File: src/design/ptwd_regs.svh
// Constants for the paging time word decoder.
// Assumes inclusion by bare name from design files.
`ifndef PTWD_REGS_SVH
`define PTWD_REGS_SVH
// ==========================================================
// Word kind codes
`define PTWD_KIND_DATE 3'h1
`define PTWD_KIND_TIME 3'h2
`define PTWD_KIND_SYS 3'h5
`define PTWD_SYS_TIME_A 4'h4
`define PTWD_SYS_TIME_B 4'h5
// ==========================================================
// Field positions
`define PTWD_MONTH_HI 13
`define PTWD_MONTH_LO 10
`define PTWD_DAY_HI 9
`define PTWD_DAY_LO 5
`define PTWD_YEAR_HI 4
`define PTWD_YEAR_LO 0
`define PTWD_CSEC_HI 13
`define PTWD_CSEC_LO 11
`define PTWD_MIN_HI 10
`define PTWD_MIN_LO 5
`define PTWD_HOUR_HI 4
`define PTWD_HOUR_LO 0
`define PTWD_FSEC_HI 13
`define PTWD_FSEC_LO 11
`define PTWD_DST_BIT 9
`define PTWD_ZONE_HI 8
`define PTWD_ZONE_LO 4
`define PTWD_SUB_HI 3
`define PTWD_SUB_LO 0
// ==========================================================
// Limits and conversions
`define PTWD_MONTH_MAX 4'hC
`define PTWD_DAY_MAX 5'h1F
`define PTWD_MIN_MAX 6'h3B
`define PTWD_HOUR_MAX 5'h17
`define PTWD_ZONE_RSVD 5'h10
`define PTWD_CSEC_HALF 8'h4B
`define PTWD_FSEC_STEP 12'h177
`define PTWD_FSEC_ROUND 12'h014
`define PTWD_FSEC_DIV 12'h028
`define PTWD_BASE_YEAR 12'h7EA
`define PTWD_LATCH_DELAY 2'h1
`endif

File: src/design/ptwd_pkg.sv
// Types shared by the paging time word decoder.
// Assumes no surroundings beyond the compiler.
package ptwd_pkg;
   // ==========================================================
   // Incoming block information word
   typedef struct packed {
      logic valid;
      logic [2:0] kind;
      logic [13:0] payload;
   } ptwd_word_t;
   // Date group
   typedef struct packed {
      logic [3:0] month;
      logic [4:0] day;
      logic [4:0] year;
      logic [11:0] full_year;
   } ptwd_date_t;
   // Time of day group; seconds in tenths
   typedef struct packed {
      logic [2:0] coarse;
      logic [5:0] minute;
      logic [4:0] hour;
      logic [9:0] sec_tenths;
   } ptwd_tod_t;
   // Zone group; offset in minutes, signed
   typedef struct packed {
      logic [2:0] fine;
      logic standard_time;
      logic [4:0] zone_code;
      logic zone_reserved;
      logic signed [10:0] zone_minutes;
   } ptwd_zone_t;
endpackage

File: src/design/ptwd_decoder.sv
// Paging time word decoder: date, time of day, fine seconds, zone.
// Assumes words arrive from same-clock frame logic, one per valid cycle.
`timescale 1ns/10ps
`default_nettype none
`include "ptwd_regs.svh"

module ptwd_decoder #(
   parameter logic [11:0] BASE_YEAR = `PTWD_BASE_YEAR
) (
   input wire logic core_clk,
   input wire logic reset_n,
   input wire ptwd_pkg::ptwd_word_t word_in,
   output ptwd_pkg::ptwd_date_t date_out,
   output ptwd_pkg::ptwd_tod_t tod_out,
   output ptwd_pkg::ptwd_zone_t zone_out,
   output logic date_update,
   output logic tod_update,
   output logic zone_update
);

   // ==========================================================
   // Word classification
   logic is_date;
   logic is_tod;
   logic is_zone;
   logic [3:0] w_month;
   logic [4:0] w_day;
   logic [5:0] w_min;
   logic [4:0] w_hour;
   logic [3:0] w_sub;

   always_comb begin
      w_month = word_in.payload[`PTWD_MONTH_HI:`PTWD_MONTH_LO];
      w_day = word_in.payload[`PTWD_DAY_HI:`PTWD_DAY_LO];
      w_min = word_in.payload[`PTWD_MIN_HI:`PTWD_MIN_LO];
      w_hour = word_in.payload[`PTWD_HOUR_HI:`PTWD_HOUR_LO];
      w_sub = word_in.payload[`PTWD_SUB_HI:`PTWD_SUB_LO];
      // Out-of-range month, day, minute or hour words are dropped
      is_date = word_in.valid && word_in.kind == `PTWD_KIND_DATE
         && w_month != 4'h0 && w_month <= `PTWD_MONTH_MAX && w_day != 5'h0;
      is_tod = word_in.valid && word_in.kind == `PTWD_KIND_TIME
         && w_min <= `PTWD_MIN_MAX && w_hour <= `PTWD_HOUR_MAX;
      is_zone = word_in.valid && word_in.kind == `PTWD_KIND_SYS
         && (w_sub == `PTWD_SYS_TIME_A || w_sub == `PTWD_SYS_TIME_B);
   end

   // ==========================================================
   // Zone offset table, minutes from GMT for standard time
   function automatic logic signed [10:0] zone_offset(input logic [4:0] code);
      logic signed [10:0] m;
      m = 11'sd0;
      case (code)
         5'h0D: m = 11'sd210;
         5'h0E: m = 11'sd270;
         5'h0F: m = 11'sd330;
         5'h10: m = 11'sd0;
         5'h11: m = 11'sd345;
         5'h12: m = 11'sd390;
         5'h13: m = 11'sd570;
         5'h14: m = -11'sd210;
         default: begin
            if (code <= 5'h0C) begin
               m = 11'(code) * 11'sd60;
            end else begin
               m = (11'(code) - 11'sd32) * 11'sd60;
            end
         end
      endcase
      return m;
   endfunction

   // ==========================================================
   // Fine seconds to tenths, rounded; one step is 9.375 tenths
   function automatic logic [9:0] fine_to_tenths(input logic [2:0] fine);
      logic [11:0] scaled;
      scaled = (12'(fine) * `PTWD_FSEC_STEP + `PTWD_FSEC_ROUND) / `PTWD_FSEC_DIV;
      return scaled[9:0];
   endfunction

   // ==========================================================
   // Next-state computation
   ptwd_pkg::ptwd_date_t next_date;
   ptwd_pkg::ptwd_tod_t next_tod;
   ptwd_pkg::ptwd_zone_t next_zone;
   logic next_date_update;
   logic next_tod_update;
   logic next_zone_update;
   logic [9:0] fine_tenths;

   always_comb begin
      next_date = date_out;
      next_tod = tod_out;
      next_zone = zone_out;
      next_date_update = is_date;
      next_tod_update = is_tod;
      next_zone_update = is_zone;
      // Fine seconds of the held zone word
      fine_tenths = fine_to_tenths(zone_out.fine);
      if (is_date) begin
         next_date.month = w_month;
         next_date.day = w_day;
         next_date.year = word_in.payload[`PTWD_YEAR_HI:`PTWD_YEAR_LO];
         next_date.full_year = BASE_YEAR + 12'(word_in.payload[`PTWD_YEAR_HI:`PTWD_YEAR_LO]);
      end
      if (is_tod) begin
         next_tod.coarse = word_in.payload[`PTWD_CSEC_HI:`PTWD_CSEC_LO];
         next_tod.minute = w_min;
         next_tod.hour = w_hour;
         next_tod.sec_tenths = 10'(10'(next_tod.coarse) * 10'(`PTWD_CSEC_HALF))
            + fine_tenths;
      end
      if (is_zone) begin
         next_zone.fine = word_in.payload[`PTWD_FSEC_HI:`PTWD_FSEC_LO];
         next_zone.standard_time = word_in.payload[`PTWD_DST_BIT];
         next_zone.zone_code = word_in.payload[`PTWD_ZONE_HI:`PTWD_ZONE_LO];
         next_zone.zone_reserved = next_zone.zone_code == `PTWD_ZONE_RSVD;
         next_zone.zone_minutes = zone_offset(next_zone.zone_code);
         next_tod.sec_tenths = 10'(10'(tod_out.coarse) * 10'(`PTWD_CSEC_HALF))
            + fine_to_tenths(next_zone.fine);
      end
   end

   // ==========================================================
   // Registers
   always_ff @(posedge core_clk) begin
      if (!reset_n) begin
         date_out <= '0;
         tod_out <= '0;
         zone_out <= '0;
         date_update <= 1'b0;
         tod_update <= 1'b0;
         zone_update <= 1'b0;
      end else begin
         date_out <= next_date;
         tod_out <= next_tod;
         zone_out <= next_zone;
         date_update <= next_date_update;
         tod_update <= next_tod_update;
         zone_update <= next_zone_update;
      end
   end

   // ==========================================================
   // Checks
   a_date_fields: assert property (@(posedge core_clk) disable iff (!reset_n)
      is_date |=> date_update && date_out.month == $past(w_month)
         && date_out.day == $past(w_day))
      else $error("date fields not latched");
   a_year_fields: assert property (@(posedge core_clk) disable iff (!reset_n)
      is_date |=> date_out.year == $past(word_in.payload[`PTWD_YEAR_HI:`PTWD_YEAR_LO])
         && date_out.full_year == BASE_YEAR + 12'(date_out.year))
      else $error("year not latched");
   a_date_range: assert property (@(posedge core_clk) disable iff (!reset_n)
      date_update |-> date_out.month != 4'h0 && date_out.month <= `PTWD_MONTH_MAX
         && date_out.day != 5'h0)
      else $error("date out of range");
   a_tod_fields: assert property (@(posedge core_clk) disable iff (!reset_n)
      is_tod |=> tod_update && tod_out.minute == $past(w_min)
         && tod_out.hour == $past(w_hour))
      else $error("time fields not latched");
   a_tod_range: assert property (@(posedge core_clk) disable iff (!reset_n)
      tod_update |-> tod_out.minute <= `PTWD_MIN_MAX && tod_out.hour <= `PTWD_HOUR_MAX)
      else $error("time out of range");
   a_kind_refused: assert property (@(posedge core_clk) disable iff (!reset_n)
      word_in.valid && word_in.kind != `PTWD_KIND_DATE && word_in.kind != `PTWD_KIND_TIME
         && word_in.kind != `PTWD_KIND_SYS |=> !date_update && !tod_update && !zone_update)
      else $error("unknown word kind decoded");
   a_idle_quiet: assert property (@(posedge core_clk) disable iff (!reset_n)
      !word_in.valid |=> !date_update && !tod_update && !zone_update
         && $stable(date_out) && $stable(tod_out) && $stable(zone_out))
      else $error("outputs changed without a word");
   a_sys_other_hold: assert property (@(posedge core_clk) disable iff (!reset_n)
      (word_in.valid && word_in.kind == `PTWD_KIND_SYS && !is_zone)
         |=> $stable(zone_out) && $stable(tod_out) && !zone_update)
      else $error("non-time system word changed zone");
   a_zone_fields: assert property (@(posedge core_clk) disable iff (!reset_n)
      is_zone |=> zone_update
         && zone_out.fine == $past(word_in.payload[`PTWD_FSEC_HI:`PTWD_FSEC_LO])
         && zone_out.zone_code == $past(word_in.payload[`PTWD_ZONE_HI:`PTWD_ZONE_LO]))
      else $error("zone fields not latched");
   a_zone_reserved: assert property (@(posedge core_clk) disable iff (!reset_n)
      zone_update |-> zone_out.zone_reserved == (zone_out.zone_code == `PTWD_ZONE_RSVD))
      else $error("reserved zone flag wrong");
   a_zone_plus: assert property (@(posedge core_clk) disable iff (!reset_n)
      zone_update && zone_out.zone_code <= 5'h0C
         |-> zone_out.zone_minutes == 11'(zone_out.zone_code) * 11'sd60)
      else $error("whole hour zone wrong");
   a_zone_minus: assert property (@(posedge core_clk) disable iff (!reset_n)
      zone_update && zone_out.zone_code >= 5'h15
         |-> zone_out.zone_minutes < 11'sd0)
      else $error("negative zone wrong");
   a_dst_bit: assert property (@(posedge core_clk) disable iff (!reset_n)
      is_zone |=> zone_out.standard_time == $past(word_in.payload[`PTWD_DST_BIT]))
      else $error("daylight flag wrong");
   a_strobe_pulse: assert property (@(posedge core_clk) disable iff (!reset_n)
      date_update |-> $past(is_date, `PTWD_LATCH_DELAY))
      else $error("spurious date strobe");
   a_coarse_only: assert property (@(posedge core_clk) disable iff (!reset_n)
      tod_update && zone_out.fine == 3'h0
         |-> tod_out.sec_tenths == 10'(tod_out.coarse) * `PTWD_CSEC_HALF)
      else $error("coarse seconds wrong");
   a_fine_add: assert property (@(posedge core_clk) disable iff (!reset_n)
      zone_update && zone_out.fine == 3'h7
         |-> tod_out.sec_tenths == 10'(tod_out.coarse) * `PTWD_CSEC_HALF + 10'h042)
      else $error("fine seconds not added");
   a_sec_range: assert property (@(posedge core_clk) disable iff (!reset_n)
      tod_update |-> tod_out.sec_tenths < 10'h258)
      else $error("seconds out of range");
   c_date: cover property (@(posedge core_clk) date_update);
   c_tod: cover property (@(posedge core_clk) tod_update);
   c_zone: cover property (@(posedge core_clk) zone_update && zone_out.zone_reserved);
   c_seq: cover property (@(posedge core_clk) tod_update ##[1:20] zone_update);

endmodule
`default_nettype wire

File: config.mk
export PLATFORM = sky130hd
export DESIGN_NAME = ptwd_decoder
export DESIGN_NICKNAME = d
export VERILOG_FILES = /design/src/design/ptwd_pkg.sv /design/src/design/ptwd_decoder.sv
export VERILOG_INCLUDE_DIRS = /design/src /design/src/design
export SDC_FILE = /design/constraint.sdc
export NUM_CORES = 1
export LEC_CHECK = 0
export ABC_AREA = 1
export BUFFER_PORTS_ARGS = -buffer_cell sky130_fd_sc_hd__buf_2
export CELL_PAD_IN_SITES_DETAIL_PLACEMENT = 0
export CELL_PAD_IN_SITES_GLOBAL_PLACEMENT = 1
export CORE_UTILIZATION = 47
export DETAILED_ROUTE_END_ITERATION = 16
export PLACE_DENSITY_LB_ADDON = 0.1
export SYNTH_ARGS = -nofsm -noshare
export SYNTH_HDL_FRONTEND = slang
export SYNTH_SLANG_ARGS = --single-unit
File: constraint.sdc
create_clock -name core_clk -period 19.85 [get_ports core_clk]
set_input_delay 3.97 -clock core_clk [delete_from_list [all_inputs] [get_ports core_clk]]
set_output_delay 3.97 -clock core_clk [all_outputs]
set_load 0.02 [all_outputs]
# [After elaboration in Yosys (flattened, before gate mapping)]
# Index checks and enable logic that the tools add are counted.
[totals] ff_bits=74 input_bits=20 out_inout_bits=74 wordCells=64
[classes] add_sub_neg=6 n_mul=6 n_div=2 magnitude_cmp=4 eq_ne=13 muxes=4 reduce_logical=13
[ops] op="$pmux W11 S8" n=1
[ops] op="$eq A5 B5 Y1 const B" n=5
[ops] op="$add A12 B5 Y12 const B" n=2
[ops] op="$div A12 B6 Y12 const B" n=2
[ops] op="$mul A3 B9 Y12 const B" n=2
[ops] op="$add A10 B10 Y10" n=2
[ops] op="$mul A3 B7 Y10 const B" n=2
[ops] op="$mux W10" n=2
[ops] op="$eq A5 B4 Y1 const B" n=3
[ops] op="$add A11 B5 Y12 const A" n=1
[ops] op="$mul A11 B4 Y9 const B" n=1
[ops] op="$mux W11" n=1
[ops] op="$logic_and A1 B1 Y1" n=9
[ops] op="$mul A5 B4 Y9 const B" n=1
[ops] op="$eq A4 B3 Y1 const B" n=2
[ops] op="$sub A5 B6 Y7 const B" n=1
[ops] op="$le A6 B6 Y1 const B" n=1
[ops] op="$le A5 B4 Y1 const B" n=1
[ops] op="$le A5 B5 Y1 const B" n=1
[ops] op="$reduce_bool A5 Y1" n=1
[ops] op="$le A4 B4 Y1 const B" n=1
[ops] op="$reduce_bool A4 Y1" n=1
[ops] op="$eq A3 B1 Y1 const B" n=1
[ops] op="$eq A3 B2 Y1 const B" n=1
[ops] op="3 further kinds" n=3

# [Depth between registers and ports, before layout]
[logic_depth] ltp_word=6 mapped_depth=65 mapped_depth_nobuf=65

# [Worst setup path before layout]
# No wires, ideal clock.
[synth_path] path_kind="in2reg" startpoint="input word_in[12] in the netlist's numbering" endpoint="register tod_out[7] in the netlist's numbering" setup_time_ns=0.117 t_arrival_ns=10.255 t_required_ns=19.733 slack_ns=9.478 stages=54 path_buffers=0 cell_sequence="inv_1 -> ha_1 -> xor2_1 -> inv_1 -> ha_1 -> o21bai_1 -> ha_1 -> inv_1 -> fa_1 -> xnor2_1 -> nor2_1 -> nand3_2 -> nand2_2 -> inv_2 -> nand3_2 -> nand2_4 -> nand2_2 -> nand2_4 -> (+18 left out) -> nand2_1 -> nand2_1 -> nor2_1 -> nand3_1 -> ha_1 -> ha_1 -> inv_1 -> fa_1 -> nor2_1 -> nor2_1 -> o21bai_1 -> nand2_1 -> nand2_1 -> a21oi_1 -> or2_2 -> and3_1 -> o221ai_1 -> inv_1"
[synth_between] elab_chain_cells=5 elab_cells_between_ends=8 classes_between="3 x add/sub; 2 x mul; 1 x div; 2 x mux"
[synth_lines] element="start: declaration" line_no="ptwd_decoder.sv:12" source="input wire ptwd_pkg::ptwd_word_t word_in,"
[synth_lines] element="$mul A3 B9 Y12 (no line)"
[synth_lines] element="$add A12 B5 Y12 (no line)"
[synth_lines] element="$div A12 B6 Y12 (no line)"
[synth_lines] element="$add A10 B10 Y10" line_no="ptwd_decoder.sv:118" source="next_tod.sec_tenths = 10'(10'(tod_out.coarse) * 10'(`PTWD_CSEC_HALF))"
[synth_lines] element="$mux W10 *" line_no="ptwd_decoder.sv:112" source="if (is_zone) begin"
[synth_lines] element="end signal: assignment" line_no="ptwd_decoder.sv:135" source="tod_out <= next_tod;"
[synth_lines] element="end: declaration" line_no="ptwd_decoder.sv:14" source="output ptwd_pkg::ptwd_tod_t tod_out,"
# Every way passes the cells marked *; elsewhere a longest branch is shown, timed or not. The select of a mux whose other input is x is not followed.
# A chain may end at the register's enable or synchronous reset.

# [Worst setup path in the final report]
# Same ends and word-level chain as after synthesis.

==> run_results.csv <==
group,metric,value,unit
flow_run,maxCapViolCount,0,
power,clkPwrFrac,0.243,
place,gp_congestion,0.821,
cts,ctsResizeCount,0,
final_layout,layout_commonest_cell,"nand2_1",
cts,worstSkewPairLatency,0.33,ns
hold_path,min-delay-start,"tod_out[2]$_SDFFE_PN0P_",
synthesis,synth_top_cell_by_area,"dfxtp_1",
floorplan,rows,46,
floorplan,core_area,15900,um2
route,vias,7116,
synthesis,yosys.area.top_type_share,0.183,
grt,grt_pass1_wl,32100,um
final_layout,finalNetCount,1342,
critical_path,crit_type,"primary input to register",
floorplan,die_area,16800,um2
place,dpl_cell_area,8330,um2
cts,clk_pin_slew,0.06,ns
route,ant_nets,0,
grt,antenna_found_initial,0,
cts,cts_hold_buf,0,
critical_path,reg2reg_from,"zone_out[19]$_SDFFE_PN0P_",
route,drtPass1Iterations,5,
floorplan,die_y,130,um
sta,skew,0.00485,ns
place,place_ws,8.27,ns
critical_path,critPathLaunchType,"primary input",
synthesis,netlist_top_cells_area,"dfxtp_1 (18%), ha_1 (17%), nand2_1 (10%), inv_1 (7.7%), fa_1 (6.0%)",
sta,worst_slack,8.51,ns
power,leakage,0.00472,uW
synthesis,ys.warnings.count,0,
sta,worstMarginPinSlew,0.825,ns
synthesis,netlist_instances,1112,
cts,cts_buffer_depth,2,
sta,finalHoldViolCount,0,
power,p_int,388,uW
power,p_comb_frac,0.548,
sta,fin_crit_sh,0.571,
critical_path,arrival,11.55,ns
final_layout,drive_above_1_share,0.167,
sta,setup_violations,0,
power,swShare,0.444,
hold_path,hold_path_class,"register to register",
route,wl_per_cell,13.7,um
floorplan,start_util,0.483,
critical_path,cpPeakStageDelay,0.45,ns
synthesis,syn-num-nets,1257,
grt,grt_overflow_total,0,
route,post_drt_via_cell_ratio,5.02,
power,p_sw,309,uW
floorplan,ios,94,
place,hpwl,15500,um
cts,numCtsBuffers,9,
grt,grt_max_degree,54,
grt,first_global_vias,6565,
cts,cts_setup_buffers,0,
place,post-place-cells,1402,
final_layout,finalNonFillerCells,1418,
critical_path,cp-end-kind,"register",
cts,htreeDepth,3,
final_layout,fin_area,8640,um2
synthesis,yosysUniqueCellTypes,54,
synthesis,syn_area,7660,um2
place,io_buffers,93,
route,drtIter0Drc,361,
synthesis,ys_ff_latch,70,
critical_path,cpMaxStageDelayCell,"xnor2_1",
cts,cts-root-buf,"clkbuf_16",
critical_path,r2r_cells,48,
critical_path,critical_path.startpoint,"word_in[12]",
sta,slew_headroom,0.449,
cts,cts_sinks,70,
sta,max_freq,88.2,MHz
route,drc,0,
synthesis,avgSynthCellArea,6.89,um2
final_layout,antennaDiodeCount,0,
floorplan,die_x,130,um
sta,rsz0062_at_grt,"false",
synthesis,ys_seq_area_frac,0.183,
route,totalWireLength,19400,um
grt,grtUsageTotal,0.239,
critical_path,crit_fanout,12,
power,p_per_area,80.6,nW/um2
sta,setup_tns,0,ns
cts,cts_tree,"built",
hold_path,worstHoldPathCells,2,
critical_path,worstPathRequired,20.06,ns
outcome,status,"completed",
power,seq_power_share,0.209,
final_layout,layout_common_cells,"nand2_1 (208), inv_1 (157), nor2_1 (118), ha_1 (102), buf_2 (93)",
sta,period_minus_slack,11.34,ns
sta,slew_violations,0,
final_layout,area_growth,12.7,%
power,ir_drop,0.0000538,V
logic make-up after synthesis:
kind of cell | after synthesis | synth area share
adders and majority gates | 125 | 0.227
xor gates and xnor gates | 33 | 0.0406
and+or+nand+nor | 517 | 0.323
DFF | 70 | 0.183
buffers and inverters | 194 | 0.0970
AOI/OAI and AO/OA | 173 | 0.130
worst max-delay path: cells and delay by family:
kind / cells / cell delay, ns
xor gates and xnor gates: 2 / 0.65
and+or+nand+nor: 35 / 3.57
AOI/OAI and AO/OA: 4 / 0.48
buffers and inverters: 9 / 1.00
adders and majority gates: 7 / 1.89
per-stage QoR:
step	utilization	total power [uW]	hold WS [ns]
finish	0.544	697	0.469
floorplan	-	457	0.542
detailed placement	0.524	529	0.457
CTS	0.544	701	0.467
global placement	0.524	529	0.455
global route	0.544	759	0.498
routing by layer:
metal | vias to the layer above | track usage | part of all wire
met5 | - | 0 | 0
met2 | 105 | 0.408 | 0.47
met3 | 9 | 0.0344 | 0.032
li1 | 3791 | - | -
met1 | 3211 | 0.327 | 0.49
met4 | 0 | 0.0342 | 0.0061
power groups by stage:
stage	clock, uW	combinational (uW)	sequential (uW)
floorplan	0	304	152
global placement	0	381	149
global route	178	435	146
detailed placement	0	381	149
CTS	173	383	146
finish	169	382	146
path summary, 6_finish.rpt:
| check | endpoint | slack [ns] |
|---|---|---|
| min | tod_out[2]$_SDFFE_PN0P_ | 0.47 |
| min reg2reg | tod_out[2]$_SDFFE_PN0P_ | 0.47 |
| max reg2reg | tod_out[7]$_SDFFE_PN0P_ | 11.95 |
| max | tod_out[7]$_SDFFE_PN0P_ | 8.51 |
flip-flops by register name, indices dropped and copies added, names as in the netlist:
signal	count
date_out	22
date_update	1
tod_out	24
tod_update	1
zone_out	21
zone_update	1
layout make-up:
type / count / area, um2
Multi-Input combinational cell: 848 / 5520
Fill cell: 1680 / 7240
Sequential cell: 70 / 1400
Timing Repair Buffer: 96 / 488
Clock buffer: 10 / 229
Clock inverter: 6 / 86.3
Tap cell: 216 / 270
Inverter: 172 / 646
synthesized netlist by cell type, drive strengths merged:
library cell,instances
o21a,2
o21ai,71
a2111oi,1
o221ai,1
buf,4
o211ai,6
a21oi,65
and3,2
a21boi,1
nor2,131
fa,23
o32ai,1
xnor2,15
xor2,18
ha,102
nand3,89
o21bai,7
o22a,1
nand3b,2
o211a,1
a211oi,2
a31oi,4
nand4,31
a31o,1
a22oi,1
o31ai,2
clkinv,3
dfxtp,70
and2,2
a221oi,1
nor3,10
or2,3
inv,169
clkbuf,18
o41ai,2
o2111a,1
a211o,2
nand2,247
(Power assumes the default switching activity.)
